### src/include/sync_ctrl_pkg.sv
// constants and types for the core synchronization controller
// assumes one core clock and an active-low asynchronous reset
package sync_ctrl_pkg;

  // kinds of synchronizing operation presented by issue logic
  typedef enum logic [3:0] {
    OP_NONE             = 4'h0,
    OP_INSTR_SYNC       = 4'h1,
    OP_SYSTEM_CALL      = 4'h2,
    OP_RETURN_INTR      = 4'h3,
    OP_RETURN_CRIT      = 4'h4,
    OP_RETURN_MCHECK    = 4'h5,
    OP_INTERRUPT        = 4'h6,
    OP_STATE_MOVE       = 4'h7,
    OP_EXT_ENABLE_WRITE = 4'h8,
    OP_EXT_ENABLE_IMM   = 4'h9,
    OP_MEMORY_SYNC      = 4'hA,
    OP_MEMORY_BARRIER   = 4'hB
  } op_kind_t;

  typedef enum logic [2:0] {
    ST_IDLE     = 3'b000,
    ST_WAIT_EXC = 3'b001,
    ST_WAIT_MEM = 3'b010,
    ST_EXEC     = 3'b011
  } sync_state_t;

  localparam int          ADDR_W        = 32;
  localparam int          COUNT_W       = 4;
  localparam logic [31:0] INSTR_BYTES   = 32'h0000_0004;
  localparam logic [31:0] PC_RESET      = 32'h0000_0000;
  localparam logic [3:0]  COUNT_RESET   = 4'h0;
  localparam logic [3:0]  COUNT_MAX     = 4'hF;
  localparam logic [3:0]  COUNT_ONE     = 4'h1;

endpackage

### src/access_tracker.sv
// outstanding storage access counter
// assumes issue and performed strobes come from logic on the same clock
`timescale 1ns/10ps
module access_tracker
  import sync_ctrl_pkg::*;
(
  input  wire logic clock,
  input  wire logic rst_n,
  input  wire logic issue,
  input  wire logic performed,
  output logic      idle,
  output logic      full
);

  logic [COUNT_W-1:0] count_q;
  logic [COUNT_W-1:0] count_d;
  wire                inc = issue && !performed && (count_q != COUNT_MAX);
  wire                dec = performed && !issue && (count_q != COUNT_RESET);

  assign count_d = inc ? count_q + COUNT_ONE : (dec ? count_q - COUNT_ONE : count_q);
  assign idle    = (count_q == COUNT_RESET);
  assign full    = (count_q == COUNT_MAX);

  always_ff @(posedge clock or negedge rst_n)
  begin
    if (!rst_n)
      count_q <= COUNT_RESET;
    else
      count_q <= count_d;
  end

endmodule

### src/sync_control.sv
// pipeline synchronization controller: context, execution and storage sync
// assumes issue logic holds sync_valid until sync_done, memory acks each access
// Notes on behaviour
// - interrupts except machine check and sync/return/call ops are context sync
// - hold the operation until all older instructions reported exceptions
// - older instructions finish in old context; younger issue is held
// - system call or interrupt waits while a higher interrupt is pending
// - younger instructions are discarded and refetched in the new context
// - context sync alone does not wait for storage accesses
// - pending instruction machine check blocks; data machine check may come later
// - execution sync waits and keeps old context, no refetch
// - state move, enable writes and memory sync are execution sync
// - enable set with pending external/timer exception takes interrupt first
// - memory barrier and memory sync are handled identically
// - older storage accesses performed before younger ones
// - barrier need not stall younger work architecturally
// - memory sync waits for all older accesses performed
// - context sync invalidates instruction and data shadow translations
`timescale 1ns/10ps
module sync_control
  import sync_ctrl_pkg::*;
(
  input  wire logic                        clock,
  input  wire logic                        rst_n,
  input  wire logic                        sync_valid,
  input  wire sync_ctrl_pkg::op_kind_t     sync_kind,
  input  wire logic [sync_ctrl_pkg::ADDR_W-1:0] sync_pc,
  input  wire logic                        older_exc_reported,
  input  wire logic                        older_complete,
  input  wire logic                        higher_intr_pending,
  input  wire logic                        instr_mcheck_pending,
  input  wire logic                        new_ext_enable,
  input  wire logic                        ext_exc_pending,
  input  wire logic                        mem_issue,
  input  wire logic                        mem_performed,
  output logic                             issue_hold_q,
  output logic                             mem_block_q,
  output logic                             sync_done_q,
  output logic                             flush_q,
  output logic [sync_ctrl_pkg::ADDR_W-1:0] flush_pc_q,
  output logic                             shadow_inval_q,
  output logic                             ext_intr_take_q
);

  sync_state_t        state_q;
  sync_state_t        state_d;
  op_kind_t           kind_q;
  logic [ADDR_W-1:0]  pc_q;
  logic               mem_idle;
  logic               mem_full;

  access_tracker u_tracker (
    .clock     (clock),
    .rst_n     (rst_n),
    .issue     (mem_issue),
    .performed (mem_performed),
    .idle      (mem_idle),
    .full      (mem_full)
  );

  wire is_ctx = (kind_q == OP_INSTR_SYNC) || (kind_q == OP_SYSTEM_CALL) ||
                (kind_q == OP_RETURN_INTR) || (kind_q == OP_RETURN_CRIT) ||
                (kind_q == OP_RETURN_MCHECK) || (kind_q == OP_INTERRUPT);
  wire is_ee_write = (kind_q == OP_STATE_MOVE) || (kind_q == OP_EXT_ENABLE_WRITE) ||
                     (kind_q == OP_EXT_ENABLE_IMM);
  // barrier and sync share one path
  wire is_storage  = (kind_q == OP_MEMORY_SYNC) || (kind_q == OP_MEMORY_BARRIER);
  wire needs_prio  = (kind_q == OP_SYSTEM_CALL) || (kind_q == OP_INTERRUPT);
  // priority gate for call and interrupt
  // instruction machine check must surface first
  wire exc_ok = older_exc_reported && older_complete && !instr_mcheck_pending &&
                !(needs_prio && higher_intr_pending);
  // pending external or timer exception with enable set
  wire take_ee   = is_ee_write && new_ext_enable && ext_exc_pending;
  wire exec_now  = (state_q == ST_EXEC);
  wire flush_d   = exec_now && (is_ctx || take_ee);
  wire [ADDR_W-1:0] next_pc = pc_q + INSTR_BYTES;

  always_comb
  begin
    state_d = state_q;
    case (state_q)
      ST_IDLE:
        if (sync_valid)
          state_d = ST_WAIT_EXC;
      ST_WAIT_EXC:
        if (exc_ok)
          state_d = is_storage ? ST_WAIT_MEM : ST_EXEC;
      ST_WAIT_MEM:
        if (mem_idle)
          state_d = ST_EXEC;
      ST_EXEC:
        state_d = ST_IDLE;
      default:
        state_d = ST_IDLE;
    endcase
  end

  always_ff @(posedge clock or negedge rst_n)
  begin
    if (!rst_n)
    begin
      state_q <= ST_IDLE;
      kind_q  <= OP_NONE;
      pc_q    <= PC_RESET;
    end
    else
    begin
      state_q <= state_d;
      if (state_q == ST_IDLE && sync_valid)
      begin
        kind_q <= sync_kind;
        pc_q   <= sync_pc;
      end
    end
  end

  always_ff @(posedge clock or negedge rst_n)
  begin
    if (!rst_n)
    begin
      issue_hold_q    <= 1'b0;
      mem_block_q     <= 1'b0;
      sync_done_q     <= 1'b0;
      flush_q         <= 1'b0;
      flush_pc_q      <= PC_RESET;
      shadow_inval_q  <= 1'b0;
      ext_intr_take_q <= 1'b0;
    end
    else
    begin
      // younger issue held while sync runs
      issue_hold_q    <= (state_d != ST_IDLE);
      // younger storage blocked during drain
      // also from the cycle after the tracker saturates; an access issued in the first full cycle is not counted
      mem_block_q     <= (state_d == ST_WAIT_MEM) || mem_full;
      sync_done_q     <= exec_now;
      flush_q         <= flush_d;
      if (flush_d)
        flush_pc_q <= next_pc;
      shadow_inval_q  <= flush_d;
      ext_intr_take_q <= exec_now && take_ee;
    end
  end

  property p_exc_wait;
    @(posedge clock) disable iff (!rst_n)
    (state_q == ST_WAIT_EXC) && !exc_ok |=> (state_q == ST_WAIT_EXC);
  endproperty
  a_exc_wait: assert property (p_exc_wait) else $error("sync left wait early");

  property p_prio;
    @(posedge clock) disable iff (!rst_n)
    (state_q == ST_WAIT_EXC) && needs_prio && higher_intr_pending |=> !exec_now;
  endproperty
  a_prio: assert property (p_prio) else $error("call ran under higher interrupt");

  property p_mcheck;
    @(posedge clock) disable iff (!rst_n)
    (state_q == ST_WAIT_EXC) && instr_mcheck_pending |=> !exec_now;
  endproperty
  a_mcheck: assert property (p_mcheck) else $error("ran over instr mcheck");

  property p_hold;
    @(posedge clock) disable iff (!rst_n)
    (state_q != ST_IDLE) && (state_q != ST_EXEC) |-> issue_hold_q;
  endproperty
  a_hold: assert property (p_hold) else $error("issue not held during sync");

  property p_refetch;
    @(posedge clock) disable iff (!rst_n)
    exec_now && is_ctx |=> flush_q && shadow_inval_q && (flush_pc_q == $past(next_pc));
  endproperty
  a_refetch: assert property (p_refetch) else $error("no refetch after context sync");

  property p_ctx_nomem;
    @(posedge clock) disable iff (!rst_n)
    (state_q == ST_WAIT_EXC) && exc_ok && !is_storage |=> exec_now;
  endproperty
  a_ctx_nomem: assert property (p_ctx_nomem) else $error("context sync waited");

  property p_drain;
    @(posedge clock) disable iff (!rst_n)
    exec_now && is_storage |-> mem_idle;
  endproperty
  a_drain: assert property (p_drain) else $error("storage sync ran undrained");

  property p_block;
    @(posedge clock) disable iff (!rst_n)
    (state_q == ST_WAIT_MEM) && !mem_idle |=> (state_q == ST_WAIT_MEM) && mem_block_q;
  endproperty
  a_block: assert property (p_block) else $error("barrier released early");

  property p_ee_take;
    @(posedge clock) disable iff (!rst_n)
    exec_now && take_ee |=> ext_intr_take_q && flush_q;
  endproperty
  a_ee_take: assert property (p_ee_take) else $error("enable interrupt not taken");

  property p_exec_noflush;
    @(posedge clock) disable iff (!rst_n)
    exec_now && !is_ctx && !take_ee |=> sync_done_q && !flush_q;
  endproperty
  a_exec_noflush: assert property (p_exec_noflush) else $error("exec sync flushed");

  property p_single;
    @(posedge clock) disable iff (!rst_n)
    sync_done_q |=> !sync_done_q ##1 !sync_done_q;
  endproperty
  a_single: assert property (p_single) else $error("done pulse repeated");

  c_ctx:  cover property (@(posedge clock) disable iff (!rst_n) exec_now && is_ctx);
  c_mem:  cover property (@(posedge clock) disable iff (!rst_n)
                          (state_q == ST_WAIT_MEM) && !mem_idle ##1 exec_now);
  c_ee:   cover property (@(posedge clock) disable iff (!rst_n) ext_intr_take_q);

endmodule

### config.mk
export PLATFORM = sky130hd
export DESIGN_NAME = sync_control
export DESIGN_NICKNAME = d
export VERILOG_FILES = /design/src/include/sync_ctrl_pkg.sv /design/src/access_tracker.sv /design/src/sync_control.sv
export SDC_FILE = /design/constraint.sdc
export NUM_CORES = 1
export LEC_CHECK = 0
export BUFFER_PORTS_ARGS = -buffer_cell sky130_fd_sc_hd__buf_2
export CORE_UTILIZATION = 48
export CTS_BUF_LIST = sky130_fd_sc_hd__clkbuf_16
export DETAILED_ROUTE_END_ITERATION = 8
export PLACE_DENSITY = 0.73
export RECOVER_POWER = 25
export SLEW_MARGIN = 20
export SYNTH_ARGS = -nofsm -noshare
export SYNTH_HDL_FRONTEND = slang
export SYNTH_SLANG_ARGS = --single-unit
export TNS_END_PERCENT = 50
### constraint.sdc
create_clock -name clock -period 1.9 [get_ports clock]
set_input_delay 0.19 -clock clock [delete_from_list [all_inputs] [get_ports clock]]
set_output_delay 0.19 -clock clock [all_outputs]
set_load 0.05 [all_outputs]
==> results of run 1 <==
==> power by group through the flow <==
stage                     Clock [uW]  Combinational, uW  Sequential [uW]
after floorplan                    0                567             2510
final                           1790               1300             2260
after global routing            1900               1430             2300
after global placement             0               1130             2280
after CTS                       1820               1180             2270
after detailed placement           0               1170             2300
==> flip-flops by register name (all words and copies together), names as in the netlist <==
| name | count |
|---|---|
| mem_block_q | 1 |
| pc_q | 32 |
| sync_done_q | 1 |
| state_q | 3 |
| u_tracker.count_q | 4 |
| ext_intr_take_q | 1 |
| shadow_inval_q | 1 |
| flush_pc_q | 32 |
| issue_hold_q | 1 |
| kind_q | 4 |
==> cell families after synthesis <==
logic type      after synthesis  share of synthesized area [%]
flops                        80                           54.9
mux                          38                           11.7
compound gates               44                           6.62
other cells                   1                          0.103
simple gates                104                           15.7
xor+xnor                     30                           7.20
buf+inv                      18                           2.26
fa+ha+maj                     4                           1.58
==> routing by layer <==
layer  GRT usage [%]  vias up  wire (um)
met3            6.19       12        476
met1            25.6     1260       3300
li1                -     1325          -
met4            10.5        0        151
met2            33.4       72       3720
met5               0        -          0
==> stage by stage <==
stage	utilization (%)	cells	cell area, sq um	power [uW]	hold WS, ns
floorplan	-	319	3650	3080	-0.106
global placement	58.8	502	4290	3410	0.0909
detailed placement	58.8	502	4290	3470	0.0925
CTS	63.2	519	4610	5280	0.0530
global route	63.8	523	4650	5630	0.0740
finish	63.8	523	4650	5350	0.0580
==> worst register-to-register path: cells and delay by family (launching register included) <==
kind,cells,cell delay (ns)
fa+ha+maj,1,0.29
xor+xnor,1,0.19
simple gates,2,0.23
flops,1,0.42
compound gates,2,0.32
mux,1,0.26
==> Yosys cell counts, types with 2 or more instances <==
cell type	count	area, sq um
buf_2	9	45.0
mux2_2	35	394
nor3_1	6	30.0
clkbuf_1	3	11.3
nor4_2	2	25.0
nor2b_1	2	12.5
o21ai_1	11	55.1
nand3b_1	2	15.0
nand4_1	7	43.8
mux2_1	2	22.5
and4_1	2	17.5
o21ai_0	23	115
inv_1	5	18.8
nand2_1	38	143
nand3_2	2	20.0
nand4b_1	2	17.5
a21oi_1	3	15.0
nand3_1	18	90.1
a31oi_1	3	18.8
xor2_1	18	158
and3_1	8	50.1
dfrtp_1	80	2000
ha_1	3	37.5
xnor2_1	12	105
nor2_1	7	26.3
==> timing repair <==
action	4_1_cts	5_1_grt
endpoints found under the hold margin	19	0
hold buffers	1	0
buffers inserted	0	4
setup endpoints to repair	0	3
gates resized for setup	0	4
==> final cells by class <==
type / count / area [sq um]
Clock inverter: 7 / 86.3
Clock buffer: 9 / 225
Inverter: 5 / 18.8
Multi-Input combinational cell: 221 / 1610
Sequential cell: 80 / 2000
Fill cell: 613 / 2640
Tap cell: 99 / 124
Timing Repair Buffer: 102 / 586
==> path summary, 6_finish.rpt <==
kind,startpoint,endpoint,slack [ns],cells past startpoint
min reg2reg,flush_pc_q[12],flush_pc_q[12],0.47,2
min in group asynchronous,rst_n,flush_pc_q[15],0.58,2
max reg2reg,u_tracker.count_q[1],u_tracker.count_q[3],0.11,7
min,sync_kind[1],kind_q[1],0.06,3
max in group asynchronous,rst_n,pc_q[27],0.40,3
max,u_tracker.count_q[1],u_tracker.count_q[3],0.11,7
==> run metrics, run 1 <==
status finished, final reports clean; number of vias per cell 5.10; Fmax 560 MHz; PD cells 1150 mW/mm^2; Worst-Skew Late Latency approximately 0.33 ns; Pint 3690 uW; EDFF count, synth 0; clk root buf clkbuf_16; drt total wl approximately 7.6 mm; antenna fix cells 0; VDD IR-drop max between 0.8 and 0.9 mV; Core Region 0.00729 sq mm; die area 0.00795 sq mm; CTS tree built; RSZ-0062 raised after global routing no; ys flop type dfrtp_1; crit-path max FO 3; drt initial violations 123; # setup viols final 0; RePlAce Congestion 0.743; most frequent cells in the layout buf_2 (83), dfrtp_1 (79), nand2_1 (38), mux2_2 (35), o21ai_0 (23); Fin Setup TNS 0 ns; DP HPWL 5.44 mm; max-slew violations 0; share of layout cells above drive strength 1 38.2%; Synth Area per Inst around 11 sq um; Crit path largest cell delay 0.42 ns; post-synthesis cell type count 41; minimum clock period 1.79 ns; CP endpoint kind register; flops & latches, synth 80; Worst Setup Path Type register to register; dpl ws 0.0362 ns; period utilisation layout between 90% and 100%; post-synthesis sequential area ratio 54.9%; 1st-pass router iterations 4; final worst clock skew 0.00479 ns; Fin. Hold Viols 0; H-Tree Depth 3; die span in x 89.2 um; worst slew pin tran 1.10 ns; Synth Warn # 0; vias in the first global route 2595; first-pass GRT wire length 12.2 mm; Die Height about 89 um; Cell Rows 31; largest net degree at the start of global routing 45; Clock Path Buffers 2; routed via count 2669; Crit path buffers/inverters 0; crit path DAT 2.03 ns; combinational group share of total power about a quarter; most common cell after layout, fill and taps aside buf_2; Detail Route Antenna Nets 0; Worst Slack Setup Final 0.114 ns; Critical Path, Cell by Cell nand4_1 -> nand3b_1 -> ha_1 -> a21o_1 -> a21oi_2 -> mux2i_1 -> xor2_1; boundary pin count 85; Lkg Pwr 0.00219 uW; Nets 470; clk slew on worst S/H paths 0.06 ns; grt ovf 0; IO buf count 84; Switch Pwr 1660 uW; max_cap viols 0; Total GRT Usage 20.8%; drt drc 0; syn nets 370; Sequential Power Share 42.3%; initial core utilization 50.0%; wire length per cell roughly 15 um; initial antenna violation count 0; total CTS buffers 9; Mapped Cells 319; # clock sinks 80; Sw Ratio 31.0%; CP Launch Type register; Top delay family on crit path flip-flops; area grow syn2layout 27.5%; Min-Delay Path Class input port to register; Max stage delay cell, worst path dfrtp_2; Slew Limit Headroom 26.9%; Post-synth ARST share 100%; clock power share 33.5%; data required time of the worst path about 2.1 ns; Post-Synthesis Cell Area ~0.0036 sq mm
Note: power is estimated with default switching activity, not from simulation.
==> inputs of run 2 (changes only) <==
--- a/config.mk
+++ b/config.mk
@@ -5,11 +5,12 @@
 export SDC_FILE = /design/constraint.sdc
 export NUM_CORES = 1
 export LEC_CHECK = 0
+export ABC_AREA = 1
 export BUFFER_PORTS_ARGS = -buffer_cell sky130_fd_sc_hd__buf_2
-export CORE_UTILIZATION = 48
+export CORE_UTILIZATION = 50
 export CTS_BUF_LIST = sky130_fd_sc_hd__clkbuf_16
 export DETAILED_ROUTE_END_ITERATION = 8
-export PLACE_DENSITY = 0.73
+export PLACE_DENSITY = 0.75
 export RECOVER_POWER = 25
 export SLEW_MARGIN = 20
 export SYNTH_ARGS = -nofsm -noshare
==> run metrics, run 2 <==
minimum clock period 1.76 ns; vias in the first global route between 3000 and 4000; Placement Cell Area 0.00463 sq mm; Final Cell Area just under 0.005 sq mm; Sw Ratio between 30% and 40%; Synth Area per Inst 7.60 sq um; grt ovf 0; routed via count about 3600; clk root buf clkbuf_16; CTS tree built; syn nets 590; Min-Delay Path Class input port to register; initial core utilization between 50 and 60%; Detail Route Antenna Nets 0; worst slew pin tran 1.03 ns; largest net degree at the start of global routing 47; wire length per cell approximately 13 um; clock power share 31.3%; crit-path max FO 7; area grow syn2layout 20.3%; Fin Setup TNS 0 ns; Worst Setup Path Type register to register; final worst clock skew just over 0.01 ns; combinational group share of total power between 20% and 30%; die area 0.00856 sq mm; crit path DAT roughly 2 ns; R2R Setup Slk 0.14 ns; most frequent cells in the layout nand2_1 (237), buf_2 (83), dfrtp_1 (80), nor2_1 (45), inv_1 (44); most area-consuming cells after synthesis dfrtp_1 (49%), nand2_1 (22%), nor2_1 (4.0%), inv_1 (3.8%), nand3_1 (3.1%); post-synthesis cell type count 27; DP HPWL 7.25 mm; top cell type's share of synthesized area about half; Pint 3460 uW; Mapped Cells 539; RePlAce Congestion roughly 0.90; Total GRT Usage 24.5%; top cells by count, synth nand2_1 (237), dfrtp_1 (80), nor2_1 (44), inv_1 (42), nand3_1 (25); area leader, netlist dfrtp_1; IO buf count 84; drt initial violations approximately 240; H-Tree Depth 3; Lkg Pwr 0.00258 uW; Sequential Power Share a little over two fifths; drt total wl 9.62 mm; Post-Place Cells 718; Post-CTS Repair Setup Buffers 0; Core Region between 0.007 and 0.008 sq mm; CP Launch Type register; Post-synth ARST share 100%; max-slew violations 0; Final Non-Filler Cells 735; Cell Rows 32; ys flop type dfrtp_1; most common cell after layout, fill and taps aside nand2_1; Slew Limit Headroom 31.2%; boundary pin count 85; Switch Pwr 1920 uW; # fillers 732; 1st-pass router iterations 5; Nets 679; most common cell in the netlist nand2_1; total CTS buffers 9; post-synthesis sequential area ratio 48.9%; share of layout cells above drive strength 1 21.3%; FF+latch area around 0.0020 sq mm; EDFF count, synth 0; status finished, final reports clean; VDD IR-drop max between 0.6 and 0.7 mV; CP endpoint kind register; initial antenna violation count 0; max_cap viols 0; Regs by FF count flush_pc_q: 32 flops, pc_q: 32 flops; Fin. Hold Viols 0; # clock sinks 80; clk slew on worst S/H paths 0.06 ns; number of vias per cell 4.90; Synth Warn # 0; Fmax roughly 570 MHz; data required time of the worst path roughly 2.1 ns; flops & latches, synth 80; die span in x 92.5 um; PD cells ~1100 mW/mm^2; Clock Path Buffers 2; first-pass GRT wire length 16.2 mm; drt drc 0; antenna fix cells 0; # setup viols final 0; Die Height approximately 93 um; period utilisation layout 92.8%; Post-Synthesis Cell Area ~0.0041 sq mm; Worst-Skew Late Latency 0.34 ns; Multi-input gate area 0.00181 sq mm
## run 2: changes by cell type after synthesis, sizes merged, moves of 8 or more
| cell | previous run | this run |
|---|---|---|
| nand2 | 38 | 241 |
| nor2 | 7 | 55 |
| inv | 5 | 48 |
| mux2 | 37 | 0 |
| o21ai | 34 | 45 |
| xnor2 | 12 | 3 |
| and3 | 8 | 0 |
## run 2: cells by family after synthesis
family,after synthesis,synth area share (%)
fa+ha+maj,4,1.41
flops,80,48.9
simple gates,331,33.1
other cells,1,0.0916
buf+inv,62,6.87
compound gates,47,6.63
xor+xnor,14,2.99
## run 2: cell type report
class	instances	area share (%)
clock inverters	7	1.32
clock buffers	9	4.57
multi-input cells	397	36.8
flip-flops and latches	80	40.6
well taps	102	2.59
inverters	49	3.73
repair buffers	91	10.3
## run 2: per-stage QoR
step	hold WS (ns)	total power [uW]	util, %	worst slack, ns
2_1_floorplan	-0.106	3280	-	0.275
3_3_place_gp	0.203	3660	59.3	0.200
3_5_place_dp	0.212	3710	59.3	0.0526
4_1_cts	0.0539	5400	63.2	0.0409
5_1_grt	0.0687	5670	63.1	-0.00718
6_report	0.0533	5380	63.1	0.136
## run 2: final timing paths
| path | to | from | cells after the start |
|---|---|---|---|
| max in group asynchronous | u_tracker.count_q[3] | rst_n | 3 |
| min in group asynchronous | flush_pc_q[4] | rst_n | 2 |
| min | pc_q[5] | sync_pc[5] | 3 |
| max reg2reg | u_tracker.count_q[3] | u_tracker.count_q[1] | 10 |
| min reg2reg | flush_pc_q[25] | flush_pc_q[25] | 2 |
| max | u_tracker.count_q[3] | u_tracker.count_q[1] | 10 |
## run 2: per-layer routing
layer	track usage (%)	share of wire [%]	wire length (um)	vias to the layer above
met2	38.5	46	4400	114
met4	9.24	1.5	143	0
met1	34.4	48	4600	1634
li1	-	-	-	1845
met5	0	0	0	-
met3	3.45	5.0	482	12
## run 2: repair_timing
action                                  4_1_cts  5_1_grt
hold buffers                                  1        0
endpoints found under the setup margin        0        1
resized for setup                             0        1
endpoints found under the hold margin        38        0
## run 2: power by group through the flow
stage / Combinational, uW / Sequential [uW] / Clock, uW
after detailed placement: 1370 / 2340 / 0
after CTS: 1380 / 2310 / 1700
after global placement: 1340 / 2320 / 0
final: 1380 / 2320 / 1680
after floorplan: 711 / 2570 / 0
after global routing: 1540 / 2360 / 1770
## run 2: critical path, cell delays in order (launching register included)
cell,delay (ns)
dfrtp_1,0.44
nand4_1,0.17
nand3_2,0.16
ha_1,0.32
nand2_1,0.07
nand2_1,0.07
a21o_1,0.16
nand2_1,0.07
nand3_1,0.08
nand2_1,0.06
nand2_1,0.04
